===== src/design/mcc_pkg.sv =====
package mcc_pkg;

	// Clock rate and timing
	localparam int unsigned CLK_MHZ      = 125;
	localparam int unsigned DLY_STEP_US  = 2000;
	localparam int unsigned DLY_STEP_CYC = DLY_STEP_US * CLK_MHZ;

	typedef int unsigned mcc_ct_tab_t [0:7];
	localparam mcc_ct_tab_t CT_US = '{50, 84, 150, 280, 540, 1052, 2074, 4120};

	function automatic mcc_ct_tab_t mcc_ct_cyc();
		mcc_ct_tab_t t;
		for (int i = 0; i < 8; i++) begin
			t[i] = CT_US[i] * CLK_MHZ;
		end
		return t;
	endfunction

	// Averaging counts as powers of two: 1,4,16,64,128,256,512,1024
	typedef logic [3:0] mcc_avg_sh_tab_t [0:7];
	localparam mcc_avg_sh_tab_t AVG_SHIFT = '{4'h0, 4'h2, 4'h4, 4'h6,
		4'h7, 4'h8, 4'h9, 4'ha};

	// Register pointers
	localparam logic [7:0] PTR_GEN_CFG = 8'h00;
	localparam logic [7:0] PTR_ADC_CFG = 8'h01;
	localparam logic [7:0] PTR_SHUNT   = 8'h04;
	localparam logic [7:0] PTR_BUS     = 8'h05;
	localparam logic [7:0] PTR_TEMP    = 8'h06;

	// Field positions and reset values
	localparam int unsigned GEN_RST_BIT   = 15;
	localparam int unsigned GEN_DLY_LSB   = 6;
	localparam int unsigned GEN_RANGE_BIT = 4;
	localparam logic [15:0] GEN_CFG_RST   = 16'h0000;
	localparam logic [15:0] ADC_CFG_RST   = 16'hfb68;
	localparam logic [15:0] TEMP_RES_MASK = 16'hfff0;
	localparam logic [1:0]  CH_NONE       = 2'h3;

	// Conversion configuration layout
	typedef struct packed {
		logic [3:0] mode;
		logic [2:0] bus_volt_conv_time;
		logic [2:0] shunt_volt_conv_time;
		logic [2:0] temperature_conv_time;
		logic [2:0] sample_averaging_count;
	} mcc_adc_cfg_t;

	// General configuration held fields
	typedef struct packed {
		logic [7:0] initial_conversion_delay;
		logic       shunt_range_select;
	} mcc_gen_cfg_t;

	// Measurement results
	typedef struct packed {
		logic [15:0] bus;
		logic [15:0] shunt_voltage_result;
		logic [15:0] temp;
	} mcc_results_t;

	typedef enum logic [1:0] {
		ST_IDLE  = 2'b00,
		ST_DELAY = 2'b01,
		ST_CONV  = 2'b10
	} mcc_state_t;

endpackage


===== src/design/mcc_conv_ctrl.sv =====
`timescale 1ns/1ps
// Operation
// - Reset bit restores all defaults, self-clears
// - Initial conversion delay in 2 ms steps
// - Reserved configuration bits always read zero
// - Range bit selects shunt full-scale range
// - Mode codes zero and eight mean shutdown
// - Codes one to seven trigger single shot
// - Codes nine to fifteen convert continuously
// - Bus conversion time from eight-step table
// - Shunt conversion time from same table
// - Temperature conversion time from same table
// - Averaging code picks 1 to 1024 samples
// - One averaging setting for all channels
// - Results update only after averaging completes
// - Shunt result two's complement, range-scaled weight
// - Pointer byte kept; registers sent MSB first
module mcc_conv_ctrl
	import mcc_pkg::*;
#(
	parameter int unsigned DLY_STEP_CYCLES = DLY_STEP_CYC,
	parameter mcc_ct_tab_t CT_CYCLES       = mcc_ct_cyc()
) (
	// Clock and reset
	input  wire logic        ref_clk_in,
	input  wire logic        rst_in,
	// Register byte port, write side
	input  wire logic        wr_start_in,
	input  wire logic        wr_byte_valid_in,
	input  wire logic [7:0]  wr_byte_in,
	// Register byte port, read side
	input  wire logic        rd_start_in,
	input  wire logic        rd_byte_req_in,
	output logic      [7:0]  rd_byte_out,
	output logic             rd_byte_valid_out,
	// Converter side
	input  wire logic [15:0] adc_sample_in,
	output logic             adc_start_out,
	output logic      [1:0]  adc_channel_out,
	output logic             shunt_range_out,
	// Status and results
	output logic             engine_busy_out,
	output logic             conv_ready_out,
	output mcc_results_t     results_out
);

	mcc_gen_cfg_t        gen_cfg_r;
	mcc_adc_cfg_t        adc_cfg_r;
	mcc_state_t          state_r;
	logic                soft_rst_r;
	logic                rst_any;
	logic [7:0]          ptr_r;
	logic [7:0]          wr_msb_r;
	logic [1:0]          wr_idx_r;
	logic                wr_commit;
	logic [15:0]         wr_word;
	logic                adc_wr;
	logic                rd_idx_r;
	logic [7:0]          rd_lsb_r;
	logic [15:0]         rd_word;
	logic [19:0]         cnt_r;
	logic [7:0]          dly_left_r;
	logic [1:0]          ch_r;
	logic [10:0]         smp_r;
	logic signed [25:0]  acc_r;
	logic signed [25:0]  acc_nxt;
	logic [15:0]         avg_val;
	logic [2:0]          ch_mask;
	logic [2:0]          ct_code;
	logic [3:0]          avg_sh;
	logic [10:0]         smp_last;
	logic                conv_end;
	logic                last_smp;
	logic [1:0]          ch_next;
	logic [1:0]          ch_first;
	mcc_adc_cfg_t        adc_wr_word;
	logic                wr_gen;
	logic                mode_shut;
	logic                dly_done;
	logic                res_load;

	function automatic logic [1:0] next_ch(input logic [2:0] m,
		input logic [1:0] from);
		logic [1:0] r;
		r = CH_NONE;
		for (int i = 2; i >= 0; i--) begin
			if (m[i] && (2'(i) >= from)) begin
				r = 2'(i);
			end
		end
		return r;
	endfunction

	assign rst_any  = rst_in | soft_rst_r;
	assign wr_word  = {wr_msb_r, wr_byte_in};
	assign wr_commit = wr_byte_valid_in && (wr_idx_r == 2'h2);
	assign adc_wr   = wr_commit && (ptr_r == PTR_ADC_CFG);
	assign wr_gen   = wr_commit && (ptr_r == PTR_GEN_CFG);
	assign adc_wr_word = mcc_adc_cfg_t'(wr_word);
	assign mode_shut   = (adc_wr_word.mode[2:0] == 3'h0);
	assign ch_mask  = adc_cfg_r.mode[2:0];
	assign ch_first = next_ch(ch_mask, 2'h0);
	assign ch_next  = (ch_r == 2'h2) ? CH_NONE : next_ch(ch_mask, ch_r + 2'h1);

	// Conversion time per channel
	always_comb begin
		case (ch_r)
			2'h0: ct_code = adc_cfg_r.bus_volt_conv_time;
			2'h1: ct_code = adc_cfg_r.shunt_volt_conv_time;
			default: ct_code = adc_cfg_r.temperature_conv_time;
		endcase
	end

	// Averaging shared by all channels
	assign avg_sh   = AVG_SHIFT[adc_cfg_r.sample_averaging_count];
	assign smp_last = 11'((32'd1 << avg_sh) - 32'd1);
	assign conv_end = (cnt_r == 20'(CT_CYCLES[ct_code] - 1));
	assign last_smp = (smp_r == smp_last);
	assign acc_nxt  = acc_r + 26'(signed'(adc_sample_in));
	assign avg_val  = 16'(acc_nxt >>> avg_sh);
	assign dly_done = (dly_left_r == 8'h00);
	assign res_load = (state_r == ST_CONV) && conv_end && last_smp
		&& !adc_wr;

	// Register write byte sequencing
	always_ff @(posedge ref_clk_in) begin
		if (rst_any) begin
			wr_idx_r <= 2'h0;
			ptr_r    <= PTR_GEN_CFG;
			wr_msb_r <= 8'h00;
		end else if (wr_start_in) begin
			wr_idx_r <= 2'h0;
		end else if (wr_byte_valid_in) begin
			case (wr_idx_r)
				2'h0: ptr_r <= wr_byte_in;
				2'h1: wr_msb_r <= wr_byte_in;
				default: ;
			endcase
			if (wr_idx_r != 2'h3) begin
				wr_idx_r <= wr_idx_r + 2'h1;
			end
		end
	end

	// Configuration registers
	always_ff @(posedge ref_clk_in) begin
		if (rst_any) begin
			gen_cfg_r  <= mcc_gen_cfg_t'({GEN_CFG_RST[GEN_DLY_LSB +: 8],
				GEN_CFG_RST[GEN_RANGE_BIT]});
			adc_cfg_r  <= mcc_adc_cfg_t'(ADC_CFG_RST);
			soft_rst_r <= 1'b0;
		end else begin
			soft_rst_r <= wr_gen && wr_word[GEN_RST_BIT];
			if (wr_gen) begin
				gen_cfg_r.initial_conversion_delay <=
					wr_word[GEN_DLY_LSB +: 8];
				gen_cfg_r.shunt_range_select <=
					wr_word[GEN_RANGE_BIT];
			end
			if (adc_wr) begin
				adc_cfg_r <= mcc_adc_cfg_t'(wr_word);
			end
		end
	end

	// Read word selection
	always_comb begin
		case (ptr_r)
			PTR_GEN_CFG: begin
				rd_word = 16'h0000;
				rd_word[GEN_DLY_LSB +: 8] = gen_cfg_r.initial_conversion_delay;
				rd_word[GEN_RANGE_BIT] = gen_cfg_r.shunt_range_select;
			end
			PTR_ADC_CFG: rd_word = adc_cfg_r;
			PTR_SHUNT:   rd_word = results_out.shunt_voltage_result;
			PTR_BUS:     rd_word = results_out.bus;
			PTR_TEMP:    rd_word = results_out.temp & TEMP_RES_MASK;
			default:     rd_word = 16'h0000;
		endcase
	end

	// Register read, most significant byte first
	always_ff @(posedge ref_clk_in) begin
		if (rst_any) begin
			rd_idx_r          <= 1'b0;
			rd_lsb_r          <= 8'h00;
			rd_byte_out       <= 8'h00;
			rd_byte_valid_out <= 1'b0;
		end else begin
			rd_byte_valid_out <= rd_byte_req_in;
			if (rd_start_in) begin
				rd_idx_r <= 1'b0;
			end else if (rd_byte_req_in) begin
				rd_idx_r <= ~rd_idx_r;
				if (!rd_idx_r) begin
					rd_byte_out <= rd_word[15:8];
					rd_lsb_r    <= rd_word[7:0];
				end else begin
					rd_byte_out <= rd_lsb_r;
				end
			end
		end
	end

	// Measurement sequencer
	always_ff @(posedge ref_clk_in) begin
		if (rst_any) begin
			state_r       <= ST_DELAY;
			cnt_r         <= 20'h0_0000;
			dly_left_r    <= GEN_CFG_RST[GEN_DLY_LSB +: 8];
			ch_r          <= 2'h0;
			smp_r         <= 11'h000;
			acc_r         <= 26'h000_0000;
			adc_start_out <= 1'b0;
			conv_ready_out <= 1'b0;
		end else begin
			adc_start_out  <= 1'b0;
			conv_ready_out <= 1'b0;
			if (adc_wr) begin
				cnt_r      <= 20'h0_0000;
				dly_left_r <= gen_cfg_r.initial_conversion_delay;
				state_r    <= mode_shut ? ST_IDLE : ST_DELAY;
			end else begin
				case (state_r)
					ST_IDLE: ;
					ST_DELAY: begin
						if (dly_done) begin
							state_r       <= ST_CONV;
							ch_r          <= ch_first;
							cnt_r         <= 20'h0_0000;
							smp_r         <= 11'h000;
							acc_r         <= 26'h000_0000;
							adc_start_out <= 1'b1;
						end else if (cnt_r == 20'(DLY_STEP_CYCLES - 1)) begin
							cnt_r      <= 20'h0_0000;
							dly_left_r <= dly_left_r - 8'h01;
						end else begin
							cnt_r <= cnt_r + 20'h0_0001;
						end
					end
					ST_CONV: begin
						if (!conv_end) begin
							cnt_r <= cnt_r + 20'h0_0001;
						end else begin
							cnt_r         <= 20'h0_0000;
							adc_start_out <= 1'b1;
							if (!last_smp) begin
								smp_r <= smp_r + 11'h001;
								acc_r <= acc_nxt;
							end else begin
								smp_r <= 11'h000;
								acc_r <= 26'h000_0000;
								if (ch_next != CH_NONE) begin
									ch_r <= ch_next;
								end else if (adc_cfg_r.mode[3]) begin
									ch_r           <= ch_first;
									conv_ready_out <= 1'b1;
								end else begin
									state_r        <= ST_IDLE;
									adc_start_out  <= 1'b0;
									conv_ready_out <= 1'b1;
								end
							end
						end
					end
					default: state_r <= ST_IDLE;
				endcase
			end
		end
	end

	// Results written once per finished average
	always_ff @(posedge ref_clk_in) begin
		if (rst_any) begin
			results_out <= '0;
		end else if (res_load) begin
			case (ch_r)
				2'h0: results_out.bus <= avg_val;
				2'h1: results_out.shunt_voltage_result <= avg_val;
				default: results_out.temp <= avg_val;
			endcase
		end
	end

	// Engine status outputs
	always_ff @(posedge ref_clk_in) begin
		if (rst_any) begin
			engine_busy_out <= 1'b0;
			adc_channel_out <= 2'h0;
		end else begin
			engine_busy_out <= (state_r != ST_IDLE);
			adc_channel_out <= ch_r;
		end
	end

	// Shunt range output
	always_ff @(posedge ref_clk_in) begin
		if (rst_any) begin
			shunt_range_out <= GEN_CFG_RST[GEN_RANGE_BIT];
		end else begin
			shunt_range_out <= gen_cfg_r.shunt_range_select;
		end
	end

endmodule


===== config.mk =====
export PLATFORM = sky130hd
export DESIGN_NAME = mcc_conv_ctrl
export DESIGN_NICKNAME = d
export VERILOG_FILES = /design/src/design/mcc_pkg.sv /design/src/design/mcc_conv_ctrl.sv
export SDC_FILE = /design/constraint.sdc
export NUM_CORES = 1
export LEC_CHECK = 0
export BUFFER_PORTS_ARGS = -buffer_cell sky130_fd_sc_hd__buf_4
export CORE_MARGIN = 1.5
export CORE_UTILIZATION = 29
export CTS_CLUSTER_DIAMETER = 120
export CTS_CLUSTER_SIZE = 28
export DETAILED_ROUTE_END_ITERATION = 8
export PLACE_DENSITY = 0.42
export SYNTH_ARGS = -nofsm -noshare
export SYNTH_HDL_FRONTEND = slang
export SYNTH_SLANG_ARGS = --single-unit

===== constraint.sdc =====
create_clock -name ref_clk_in -period 8.9 [get_ports ref_clk_in]
set_input_delay 1.335 -clock ref_clk_in [delete_from_list [all_inputs] [get_ports ref_clk_in]]
set_output_delay 1.335 -clock ref_clk_in [all_outputs]
set_load 0.05 [all_outputs]

==> Yosys cells after proc, flatten, opt, wreduce, memory -nomap -nowiden <==
Memory sizes are Yosys's and may differ from the RTL's.
Cells that the tools add are included.
{ "op_classes": {"addsub": 8, "order_cmp": 5, "n_eq_ne": 26, "shift": 2, "n_mux": 51, "n_bitwise": 11, "n_reduce_logical": 38} }
{ "ops": {"columns": ["cell", "count"], "rows": [
  ["$mux W20", 5],
  ["$pmux W16 S5", 1],
  ["$mux W26", 3],
  ["$pmux W26 S2", 1],
  ["$mux W8", 5],
  ["$pmux W20 S2", 1],
  ["$mux W11", 3],
  ["$mux W2", 16],
  ["$add A26 B16 Y26", 1],
  ["$sshr A26 B4 Y16", 1],
  ["$eq A8 B3 Y1 const B", 3],
  ["$pmux W11 S2", 1],
  ["$add A20 B1 Y20 const B", 1],
  ["$eq A20 B18 Y1 const B", 1],
  ["$eq A20 B20 Y1", 1],
  ["$sub A20 B1 Y20 const B", 1],
  ["$logic_not A8 Y1", 2],
  ["$ne A3 B3 Y1 const B", 5],
  ["$ne A2 B2 Y1 const B", 7],
  ["$reduce_and A3 Y1", 4],
  ["$reduce_and A6 Y1", 2],
  ["$add A11 B1 Y11 const B", 1],
  ["$eq A11 B11 Y1", 1],
  ["$shl A1 B4 Y11 const A", 1],
  ["other kinds (28)", 73]
]} }
{ "word_totals": {"reg_bits": 185, "romBits": 288, "in_bits": 30, "output_inout_bits": 63, "elab_cells": 172, "n_memories": 2} }
{ "memory_table": {"columns": ["memory", "depth", "word_bits", "rd", "rd_ports_with_merged_regs", "wr", "line", "text"], "rows": [
  ["(name not given)", 8, 32, 1, 0, 0, "mcc_conv_ctrl.sv:117", "assign conv_end = (cnt_r == 20'(CT_CYCLES[ct_code] - 1));"],
  ["(name not given)", 8, 4, 1, 0, 0, "mcc_conv_ctrl.sv:115", "assign avg_sh = AVG_SHIFT[adc_cfg_r.sample_averaging_count];"]
]} }

==> Depth between registers and ports, before layout <==
Gate-level depths: netlist (run 1).
{ "depth": {"depth_word": 13, "depth_mapped": 21, "mapped_depth_nobuf": 17} }

==> Worst setup path after synthesis (run 1) <==
Ideal clock, no wire load.
{ "synth_timing": {"path_type": "register to register", "start": "register ch_r[1]", "end": "register acc_r[13]", "setup_ns": 0.066, "arrival_ns": 4.675, "required_ns": 8.834, "setup_slack_ns": 4.159, "stages_incl_launch_ff": 20, "n_path_buf": 4, "period_less_slack_ns": 4.741, "cell_sequence": "dfxtp_1 inv_1 ha_1 buf_6 a22oi_4 nand2_2 ha_1 clkbuf_1 a21oi_1 ha_1 xnor2_1 nor3b_1 nand2_1 or4b_1 or4b_1 buf_6 o32a_1 buf_6 or3_4 a21oi_2"} }
{ "synth_via": {"elab_chain_len": 10, "elab_cells_between_ends": 11, "classes_between": "1 x add/sub; 3 x eq/ne; 3 x mux; 1 x bitwise; 2 x reduce/logical; 1 x memory"} }
{ "synth_rtl": {"columns": ["element", "line", "text"], "rows": [
  ["from (decl)", "mcc_conv_ctrl.sv:63", "logic [1:0] ch_r;"],
  ["from (signal assigned)", "mcc_conv_ctrl.sv:229", "ch_r <= ch_first;"],
  ["from (signal assigned)", "mcc_conv_ctrl.sv:254", "ch_r <= ch_next;"],
  ["from (signal assigned)", "mcc_conv_ctrl.sv:256", "ch_r <= ch_first;"],
  ["$eq A2 B1 Y1 / $logic_not A2 Y1 (equally long branches)", "mcc_conv_ctrl.sv:107", "case (ch_r)"],
  ["$pmux W3 S2 *", "mcc_conv_ctrl.sv:107", null],
  ["$not A3 Y4 (not written as such) *", "mcc_conv_ctrl.sv:117", null],
  ["$mem_v2 Z8 W32 *", null, null],
  ["$mux W20 (not written as such) * (2 in a row)", "mcc_conv_ctrl.sv:117", null],
  ["$sub A20 B1 Y20 *", "mcc_conv_ctrl.sv:117", null],
  ["$eq A20 B20 Y1 *", "mcc_conv_ctrl.sv:117", null],
  ["$ne A2 B2 Y1 (no source line) *", null, null],
  ["$reduce_and A4 Y1 (no source line) *", null, null],
  ["to (signal assigned)", "mcc_conv_ctrl.sv:249", "acc_r <= acc_nxt;"],
  ["to (decl)", "mcc_conv_ctrl.sv:65", "logic signed [25:0] acc_r;"]
]} }
Mark *: on every way between the ends. The rest lies on a longest branch, timed or not. The select of a mux whose other input is x is not followed.
A chain may end at the register's enable or synchronous reset.

==> Worst setup path after layout (run 1) <==
{ "layout_timing": {"start": "register ch_r[1]", "end": "register results_out[19] (netlist name)"} }
{ "layout_via": {"elab_chain_len": 12, "elab_cells_between_ends": 13, "classes_between": "1 x add/sub; 2 x eq/ne; 3 x mux; 1 x bitwise; 5 x reduce/logical; 1 x memory"} }
{ "layout_rtl": {"columns": ["element", "line", "text"], "rows": [
  ["$eq A2 B1 Y1 / $logic_not A2 Y1 (equally long branches)", "mcc_conv_ctrl.sv:107, mcc_conv_ctrl.sv:277", null],
  ["$pmux W3 S2", "mcc_conv_ctrl.sv:107", null],
  ["$not A3 Y4 (not written as such)", "mcc_conv_ctrl.sv:117", null],
  ["$mem_v2 Z8 W32", null, null],
  ["$mux W20 (not written as such) (2 in a row)", "mcc_conv_ctrl.sv:117", null],
  ["$sub A20 B1 Y20", "mcc_conv_ctrl.sv:117", null],
  ["$eq A20 B20 Y1", "mcc_conv_ctrl.sv:117", null],
  ["$logic_and A1 B1 Y1 (2 in a row)", "mcc_conv_ctrl.sv:122", "assign res_load = (state_r == ST_CONV) && conv_end && last_smp"],
  ["$logic_and A1 B1 Y1", "mcc_conv_ctrl.sv:123", "&& !adc_wr;"],
  ["$reduce_and A2 Y1 (no source line) *", null, null],
  ["to (decl)", "mcc_conv_ctrl.sv:44", "output mcc_results_t results_out"]
]} }
Marked as above.

==> results of run 1 <==
## flip-flops by register name, indices dropped and copies added, names as in the netlist, 2 cells and up
register and cells:
state_r 2, wr_idx_r 2, acc_r 26, adc_channel_out 2, cnt_r 20, adc_cfg_r 16, rd_lsb_r 8, rd_byte_out 8
ch_r 2, dly_left_r 8, smp_r 11, ptr_r 8, wr_msb_r 8, gen_cfg_r 9, results_out 48
## Yosys cell counts, types with 6 or more instances
cell         n
and4_1       7
a21oi_1    148
and2_1      14
o22ai_1      7
or3_1       14
xnor2_1     30
o21ai_0     78
a221oi_1    15
o211ai_1    16
nand3_1     61
nand4_1     19
and3_1      18
a311oi_1    11
nand2_1    189
a21o_1       9
ha_1        51
nor3_1      43
inv_1       33
o21a_1       8
o31ai_1      8
dfxtp_1    185
mux2i_1     31
nor2b_1     14
nor3b_1      6
nor2_1     129
nand2b_1    21
o2bb2ai_1    7
or2_2        6
clkbuf_1    85
a22o_1      14
a2bb2o_1     8
a22oi_1     15
a211oi_1    31
xor2_1      30
a31oi_1     17
## final timing paths
kind / start / to / slack [ps] / depth (start not counted)
worst max-delay path: ch_r[1] / results_out[19] / 3070 / 14
worst min-delay path: rd_lsb_r[5] / rd_lsb_r[5] / 450 / 2
worst max register to register: ch_r[1] / results_out[19] / 3070 / 14
worst min register to register: rd_lsb_r[5] / rd_lsb_r[5] / 450 / 2
## per-layer routing
layer | part of all wire | vias to the layer above | wire length (um) | GRT usage
li1 | - | 5651 | - | -
met1 | 0.48 | 5580 | 20900 | 0.285
met2 | 0.46 | 246 | 20200 | 0.335
met3 | 0.043 | 31 | 1860 | 0.0341
met4 | 0.013 | 0 | 576 | 0.0520
met5 | 0 | - | 0 | 0
## through the flow
step	worst slack, ps	hold WS (ps)
after floorplan	4160	432
after global placement	3170	441
after detailed placement	3040	447
after CTS	3040	458
after global routing	2680	479
final	3070	454
## cell usage in the layout, fill, tap and decap left out, drive strengths merged, types with 31 or more instances in the layout
master  netlist  final
a211oi       32     32
a21oi       149    149
buf          18    115
dfxtp       185    185
ha           51     51
inv          35     41
mux2i        31     31
nand2       192    192
nand3        61     61
nor2        129    129
nor3         43     43
o21ai        80     80
## area by class of cell
| cell class | instances | area, um^2 | area share |
|---|---|---|---|
| clock inverters | 14 | 209 | 0.0152 |
| multi-input cells | 1198 | 7760 | 0.564 |
| well taps | 532 | 666 | 0.0484 |
| clock buffers | 17 | 425 | 0.0309 |
| inverters | 36 | 140 | 0.0102 |
| flip-flops and latches | 185 | 3700 | 0.269 |
| repair buffers | 115 | 863 | 0.0627 |
## critical path, delay by kind of cell (launching register included)
kind,cells,cell delay (ps)
XOR/XNOR,1,130
buffers and inverters,1,90
adder cells (fa/ha/maj),2,770
flip-flops,1,380
AND/OR/NAND/NOR,7,3540
AO/OA/AOI/OAI,3,840
## cells by family (layout without fill, tap and decap cells)
logic type,Yosys count,count (layout),share of synthesized area
multiplexers,40,40,0.0381
XOR/XNOR,60,60,0.0438
other,1,1,0.000313
buffers and inverters,139,182,0.0482
AO/OA/AOI/OAI,462,462,0.262
adder cells (fa/ha/maj),52,52,0.0549
flip-flops,185,185,0.309
AND/OR/NAND/NOR,583,583,0.244
## where the power goes
part           leakage (nW)  internal [mW]  switching [mW]  total, mW
Clock                 0.306          0.477           0.381      0.858
Sequential             1.50          0.880          0.0375      0.917
Combinational          3.41          0.429           0.832       1.26
==> impl_metrics.env, run 1 <==
export IMPL_status="finished, final reports clean"
export IMPL_drtPass1Iterations=5
export IMPL_cp_data_arrival_time_ps=6240
export IMPL_path_class="reg2reg"
export IMPL_p_leak_nw=5.21
export IMPL_core_area_um2=40800
export IMPL_ir_drop_v=0.000105
export IMPL_clk_insertion_delay_late_ps=470
export IMPL_synth_top_area_share=0.309
export IMPL_post_cts_buffers=0
export IMPL_finalSetupTns_ps=0
export IMPL_ys_seq_area_frac=0.309
export IMPL_initial_core_util=0.294
export IMPL_grt_antenna_before_repair=0
export IMPL_fin_skew_ps=22.6
export IMPL_dr_total_vias=11500
export IMPL_crit_fanout=15
export IMPL_grt_pass1_wl_um=67000
export IMPL_root_buffer="clkbuf_16"
export IMPL_synthTopCellsByArea="dfxtp_1 (31%), a21oi_1 (6.2%), nand2_1 (5.9%)"
export IMPL_drive_gt1_frac=0.128
export IMPL_wl_per_cell_um=20.8
export IMPL_worst_slew_pin_slew_ps=994
export IMPL_ant_nets=0
export IMPL_synthCells=1522
export IMPL_drt_iter0_markers=860
export IMPL_clock_path_buffers=2
export IMPL_synth_edf_count=0
export IMPL_cts_resized=0
export IMPL_endpoint_kind="register"
export IMPL_numCtsBuffers=17
export IMPL_fp_row_count=74
export IMPL_rsz0062_at_grt="no"
export IMPL_ys_flop_type="dfxtp_1"
export IMPL_gp_congestion=0.836
export IMPL_syn_to_final_growth_pct=14.8
export IMPL_die_x_um=206
export IMPL_yosysUniqueCellTypes=98
export IMPL_fin_area_um2=13800
export IMPL_start_kind="register"
export IMPL_placed_cell_area_um2=13100
export IMPL_finalSetupViolations=0
export IMPL_cellPowerDensity_nw_per_um2=221
export IMPL_post_route_period_util=0.655
export IMPL_synthArstFlopShare=0
export IMPL_routed_wl_um=43500
export IMPL_crit_required_ps=9310
export IMPL_drc=0
export IMPL_grt_max_degree=51
export IMPL_num_antenna_cells=0
export IMPL_yosys_warnings=0
export IMPL_syn_nets=1604
export IMPL_synth_area_um2=12000
export IMPL_cts_sinks=185
export IMPL_synth_avg_cell_area_um2=7.88
export IMPL_hold_viol=0
export IMPL_crit_path_cell_trace="inv_1, ha_1, a22o_1, nor2_1, a21oi_1, ha_1, xnor2_1, nor3b_1, nand2_1, or4b_1, or4b_1, nor4b_4, nand2_1, a2bb2o_1"
export IMPL_grt_usage=0.207
export IMPL_drv_slew=0
export IMPL_timing_fmax_mhz=172
export IMPL_tritoncts="done"
export IMPL_ys_ff_latch=185
export IMPL_utilization=0.337
export IMPL_dpl_hpwl_um=32200
export IMPL_min_path_type="reg2reg"
export IMPL_io_buffers=92
export IMPL_crit_path_top_delay_cell="or4b_1"
export IMPL_slew_headroom=0.335
export IMPL_p_total_mw=3.04
export IMPL_max_cap_violations=0
export IMPL_place_inst=2066
export IMPL_cts_hold_buf=0
export IMPL_fill_cells=4341
export IMPL_finalCriticalPeriod_ps=5830
export IMPL_ios=93
export IMPL_instances_no_fill=2097
export IMPL_grt_pass1_vias=11000
export IMPL_grt_overflow=0
export IMPL_die_h_um=206
export IMPL_h_tree_depth=4
export IMPL_final_nets=1635
export IMPL_max_stage_delay_ps=860
export IMPL_yosys_area_top_type="dfxtp_1"
export IMPL_dieArea_um2=42600
export IMPL_clkTransAtPathRegs_ps=80
export IMPL_vias_per_cell=5.49
No activity file was read; power rests on OpenSTA's default activity.
==> run 2, diff against run 1 <==
- PLACE_DENSITY: 0.42 -> 0.44
- clock period: 8.9 -> 4.9 ns (I/O delays scaled with it)
==> run 2 against run 1 <==
Clock skew fell by 5.0 ps; final area rose by 2.4%; utilization rose by 0.80 points; sequential cell count unchanged; sequential share of layout area decreased by 0.60 points; critical endpoint is now smp_r[1]; largest power group unchanged.
==> impl_metrics.env, run 2 (synthesis results as in run 1) <==
export IMPL_cellPowerDensity_nw_per_um2=401
export IMPL_reg2reg_setup_slack_ps=230
export IMPL_crit_path_cell_trace="inv_1, ha_1, or3b_4, nand2_2, inv_1, buf_4, ha_1, xnor2_1, nand3_1, o31ai_2, o211ai_1, or4b_1, or4b_1, buf_4, or4_4, o211ai_4, clkbuf_16, a21oi_1"
export IMPL_p_leak_nw=5.41
export IMPL_routed_wl_um=43300
export IMPL_worst_slew_pin_slew_ps=911
export IMPL_drt_iter0_markers=935
export IMPL_clk_insertion_delay_late_ps=460
export IMPL_gp_congestion=0.888
export IMPL_finalCriticalPeriod_ps=4670
export IMPL_die_h_um=206
export IMPL_crit_fanout=8
export IMPL_ir_drop_v=0.000228
export IMPL_die_x_um=206
export IMPL_slew_headroom=0.388
export IMPL_cp_data_arrival_time_ps=5030
export IMPL_dieArea_um2=42600
export IMPL_max_stage_delay_ps=540
export IMPL_grt_pass1_wl_um=67000
export IMPL_post_route_period_util=0.954
export IMPL_num_antenna_cells=0
export IMPL_ff2ff_path_depth=18
export IMPL_tritoncts="done"
export IMPL_grt_antenna_before_repair=0
export IMPL_drc=0
export IMPL_wl_per_cell_um=20.3
export IMPL_timing_rr_end="smp_r[1]"
export IMPL_layout_common_cells="nand2_1 (189), dfxtp_1 (183), a21oi_1 (147), buf_4 (147), nor2_1 (128)"
export IMPL_largest_register="results_out"
export IMPL_vias_per_cell=5.49
export IMPL_crit_buf_inv=5
export IMPL_syn_to_final_growth_pct=17.5
export IMPL_final_nets=1671
export IMPL_instances_no_fill=2134
export IMPL_ios=93
export IMPL_io_buffers=92
export IMPL_crit_required_ps=5250
export IMPL_p_total_mw=5.65
export IMPL_route_met3_wl_um=1560
export IMPL_path_class="reg2reg"
export IMPL_min_to="rd_idx_r"
export IMPL_largestRegisters="results_out x48, acc_r x26, cnt_r x20"
export IMPL_grt_overflow=0
export IMPL_grt_max_degree=60
export IMPL_r2r_start="ch_r[0]"
export IMPL_timing_fmax_mhz=214
export IMPL_start_kind="register"
export IMPL_h_tree_depth=4
export IMPL_numCtsBuffers=17
export IMPL_dpl_hpwl_um=32800
export IMPL_place_inst=2100
export IMPL_fp_row_count=74
export IMPL_drive_gt1_frac=0.149
export IMPL_dr_total_vias=11700
export IMPL_core_area_um2=40800
export IMPL_finalSetupViolations=0
export IMPL_wl_met1_um=21400
export IMPL_worstHoldPathCells=2
export IMPL_max_cap_violations=0
export IMPL_crit_path_top_delay_cell="or4b_1"
export IMPL_final_common_cell="nand2_1"
export IMPL_grt_pass1_vias=11200
export IMPL_cts_hold_buf=0
export IMPL_status="finished, final reports clean"
export IMPL_drtPass1Iterations=5
export IMPL_fin_skew_ps=17.6
export IMPL_finalSetupTns_ps=0
export IMPL_initial_core_util=0.294
export IMPL_clock_path_buffers=2
export IMPL_min_path_type="in2reg"
export IMPL_path_delay_family="simple AND/OR/NAND/NOR gates"
export IMPL_root_buffer="clkbuf_16"
export IMPL_hold_viol=0
export IMPL_hold_start="rd_start_in"
export IMPL_rsz0062_at_grt="no"
export IMPL_clkTransAtPathRegs_ps=80
export IMPL_grt_usage=0.205
export IMPL_endpoint_kind="register"
export IMPL_largest_reg_flops=48
export IMPL_ant_nets=0
export IMPL_wl_met2_um=19800
export IMPL_highest_layer="met4"
export IMPL_drv_slew=0
export IMPL_cts_sinks=185
-- run 2: stage by stage --
| step | hold slack (ps) | cell area, um^2 | util | setup slack [ps] |
|---|---|---|---|---|
| floorplan | 432 | 12000 | - | 159 |
| global placement | 441 | 13400 | 0.328 | 206 |
| detailed placement | 448 | 13400 | 0.328 | 179 |
| finish | 452 | 14100 | 0.345 | 226 |
| global route | 442 | 14100 | 0.345 | 32.6 |
| CTS | 428 | 14000 | 0.343 | 168 |
-- run 2: cell type report --
| class | count | area (um^2) |
|---|---|---|
| Fill cell | 4348 | 26700 |
| Multi-Input combinational cell | 1198 | 7760 |
| Sequential cell | 185 | 3710 |
| Timing Repair Buffer | 151 | 1190 |
| Tap cell | 532 | 666 |
| Clock buffer | 20 | 437 |
| Clock inverter | 12 | 188 |
| Inverter | 36 | 140 |
-- run 2: worst max-delay path by stage --
stage / from / to / slack, ps / cells after the start
floorplan: ch_r[1] / acc_r[13] / 160 / 19
global placement: ch_r[0] / smp_r[4] / 210 / 17
detailed placement: ch_r[1] / acc_r[9] / 180 / 18
CTS: ch_r[1] / smp_r[4] / 170 / 18
global route: ch_r[0] / acc_r[7] / 30 / 18
finish: ch_r[0] / smp_r[1] / 230 / 18
-- run 2: what timing repair did --
item | in CTS | in global routing
resized for setup | 0 | 8
buffers inserted | 0 | 1
setup endpoints to repair | 0 | 36
-- run 2: worst reg2reg max path: stages, from the launching register on --
cell and delay, ps:
dfxtp_2 350, inv_1 80, ha_1 250, or3b_4 430, nand2_2 110, inv_1 60, buf_4 150, ha_1 250
xnor2_1 160, nand3_1 110, o31ai_2 240, o211ai_1 140, or4b_1 520, or4b_1 540, buf_4 220, or4_4 520
o211ai_4 180, clkbuf_16 230, a21oi_1 40
-- run 2: power by group --
group,switching (mW),internal (mW)
logic,1.54,0.904
clock network,0.672,0.866
registers,0.0675,1.60
-- run 2: metal layers --
layer / up-vias / GRT usage
met5: - / 0
met4: 0 / 0.0468
met3: 31 / 0.0279
met2: 222 / 0.328
met1: 5734 / 0.290
li1: 5732 / -
==> run 3, diff against run 2 <==
- CELL_PAD_IN_SITES_DETAIL_PLACEMENT: not set -> 1
- CELL_PAD_IN_SITES_GLOBAL_PLACEMENT: not set -> 1
- PLACE_DENSITY: 0.44 -> 0.56
==> run 3 against run 2 <==
Die area did not move; maximum frequency fell by 1.3%; cell count is essentially flat.
==> impl_metrics.env, run 3 (synthesis results as in run 1) <==
export IMPL_cellPowerDensity_nw_per_um2=397
export IMPL_reg2reg_setup_slack_ps=160
export IMPL_clkTransAtPathRegs_ps=70
export IMPL_post_place_ws_ps=6.87
export IMPL_pwr_share_seq=0.298
export IMPL_fp_row_count=74
export IMPL_seqCellArea_um2=3700
export IMPL_path_class="reg2reg"
export IMPL_worst_slew_pin_slew_ps=978
export IMPL_drive_gt1_frac=0.154
export IMPL_final_nets=1674
export IMPL_start_kind="register"
export IMPL_grt_max_degree=47
export IMPL_num_antenna_cells=0
export IMPL_grt_util_met2=0.349
export IMPL_slew_headroom=0.348
export IMPL_layout_common_cells="nand2_1 (189), dfxtp_1 (184), a21oi_1 (147), buf_4 (146), nor2_1 (128)"
export IMPL_max_cap_violations=0
export IMPL_met1_usage=0.303
export IMPL_fill_cells=4887
export IMPL_ff2ff_path_depth=17
export IMPL_grt_overflow=0
export IMPL_numCtsBuffers=17
export IMPL_core_area_um2=40800
export IMPL_r2r_start="ch_r[1]"
export IMPL_switching_share=0.416
export IMPL_clock_path_buffers=2
export IMPL_drc=0
export IMPL_io_buffers=92
export IMPL_worstHoldPathCells=2
export IMPL_cts_hold_buf=0
export IMPL_largest_reg_flops=48
export IMPL_drv_slew=0
export IMPL_routed_wl_um=46400
export IMPL_syn_to_final_growth_pct=17.9
export IMPL_use_met3=0.0345
export IMPL_clkPwrFrac=0.261
export IMPL_die_h_um=206
export IMPL_grt_pass1_vias=11900
export IMPL_final_common_cell="nand2_1"
export IMPL_ir_drop_v=0.000236
export IMPL_p_comb_frac=0.441
export IMPL_h_tree_depth=4
export IMPL_tritoncts="done"
export IMPL_timing_fmax_mhz=211
export IMPL_rsz0062_at_grt="no"
export IMPL_ant_nets=0
export IMPL_endpoint_kind="register"
export IMPL_fin_skew_ps=17.4
export IMPL_postLayoutSetupSlackWorst_ps=164
export IMPL_min_path_type="in2reg"
export IMPL_grt_antenna_before_repair=0
export IMPL_drt_iter0_markers=790
export IMPL_initial_core_util=0.294
export IMPL_cts_sinks=185
export IMPL_dieArea_um2=42600
export IMPL_finalSetupViolations=0
export IMPL_drtPass1Iterations=5
export IMPL_status="finished, final reports clean"
export IMPL_wl_per_cell_um=21.7
export IMPL_cp_data_arrival_time_ps=5090
export IMPL_finalSetupTns_ps=0
export IMPL_multi_input_area_um2=7790
export IMPL_hold_viol=0
export IMPL_clk_insertion_delay_late_ps=470
export IMPL_p_leak_nw=5.42
export IMPL_grt_pass1_wl_um=71300
export IMPL_utilization=0.346
export IMPL_dpl_hpwl_um=34700
export IMPL_largestRegisters="results_out x48, acc_r x26, cnt_r x20"
export IMPL_post_route_period_util=0.967
export IMPL_gp_congestion=0.853
export IMPL_largest_register="results_out"
export IMPL_crit_required_ps=5260
export IMPL_root_buffer="clkbuf_16"
export IMPL_finalCriticalPeriod_ps=4740
export IMPL_p_sw_mw=2.33
export IMPL_ios=93
export IMPL_crit_fanout=8
export IMPL_grt_usage=0.218
export IMPL_min_to="rd_idx_r"
export IMPL_internal_power_mw=3.27
export IMPL_top_usage_layer="met2"
export IMPL_vias_per_cell=5.57
export IMPL_die_x_um=206
export IMPL_dr_total_vias=11900
export IMPL_timing_rr_end="acc_r[18]"
export IMPL_hold_start="rd_start_in"
run 3: cell count changes in the layout (fill, tap and decap cells not counted), moves of 2 or more:
cell       before  now
ha_1           50   48
clkbuf_8        0    2
bufinv_16       4    2
buf_6           0    2
clkbuf_1        3    0
or4b_1          3    1
or4b_4          0    2
run 3: worst max-delay path, stage by stage, from the launching register on:
cell and delay (ps):
dfxtp_1 340, inv_1 90, ha_2 220, or3b_4 470, nand2_8 130, ha_1 260
a21oi_2 150, ha_2 230, nand3_1 100, mux2i_1 190, xor2_1 230, or4b_4 490
or4b_4 550, buf_8 170, or4_4 490, o211ai_4 190, clkbuf_16 250, a21oi_1 50
run 3: layout make-up:
cell class,count,area share
clock buffer,19,0.0321
clock inverter,12,0.00974
inverter,36,0.00992
multi-input combinational,1198,0.551
sequential,185,0.262
tap,532,0.0471
timing repair buffer,154,0.0880
run 3: metrics by stage:
stage	total power, mW	cells	hold WS, ps	area (um^2)
floorplan	3.30	1522	432	12000
finish	5.60	2136	442	14100
global route	5.94	2136	423	14100
CTS	5.57	2127	424	13900
global placement	4.07	2095	441	13400
detailed placement	4.09	2095	449	13400
run 3: metal layers:
metal / routed length [um] / vias up
li1: - / 5726
met1: 22700 / 5897
met2: 21400 / 214
met3: 1560 / 52
met4: 808 / 0
met5: 0 / -
run 3: how the worst max path moves through the flow:
stage          startpoint   endpoint  slack, ps
2_1_floorplan     ch_r[1]  acc_r[13]        160
3_3_place_gp      ch_r[0]   smp_r[9]        130
3_5_place_dp      ch_r[0]   smp_r[9]          7
4_1_cts           ch_r[0]  acc_r[18]         40
5_1_grt           ch_r[1]  acc_r[24]          4
6_report          ch_r[1]  acc_r[18]        160
run 3: what timing repair did:
item                                    CTS  global route
resized for setup                         0            16
gates cloned                              0             3
buffers inserted                          1             6
endpoints found under the setup margin    1            78
pin swaps                                 1             4
run 3: power by group through the flow:
stage	sequential [mW]	combinational, mW	clock [mW]
finish	1.67	2.47	1.46
global route	1.68	2.70	1.56
CTS	1.67	2.40	1.50
detailed placement	1.70	2.39	0
global placement	1.70	2.37	0
floorplan	1.71	1.60	0
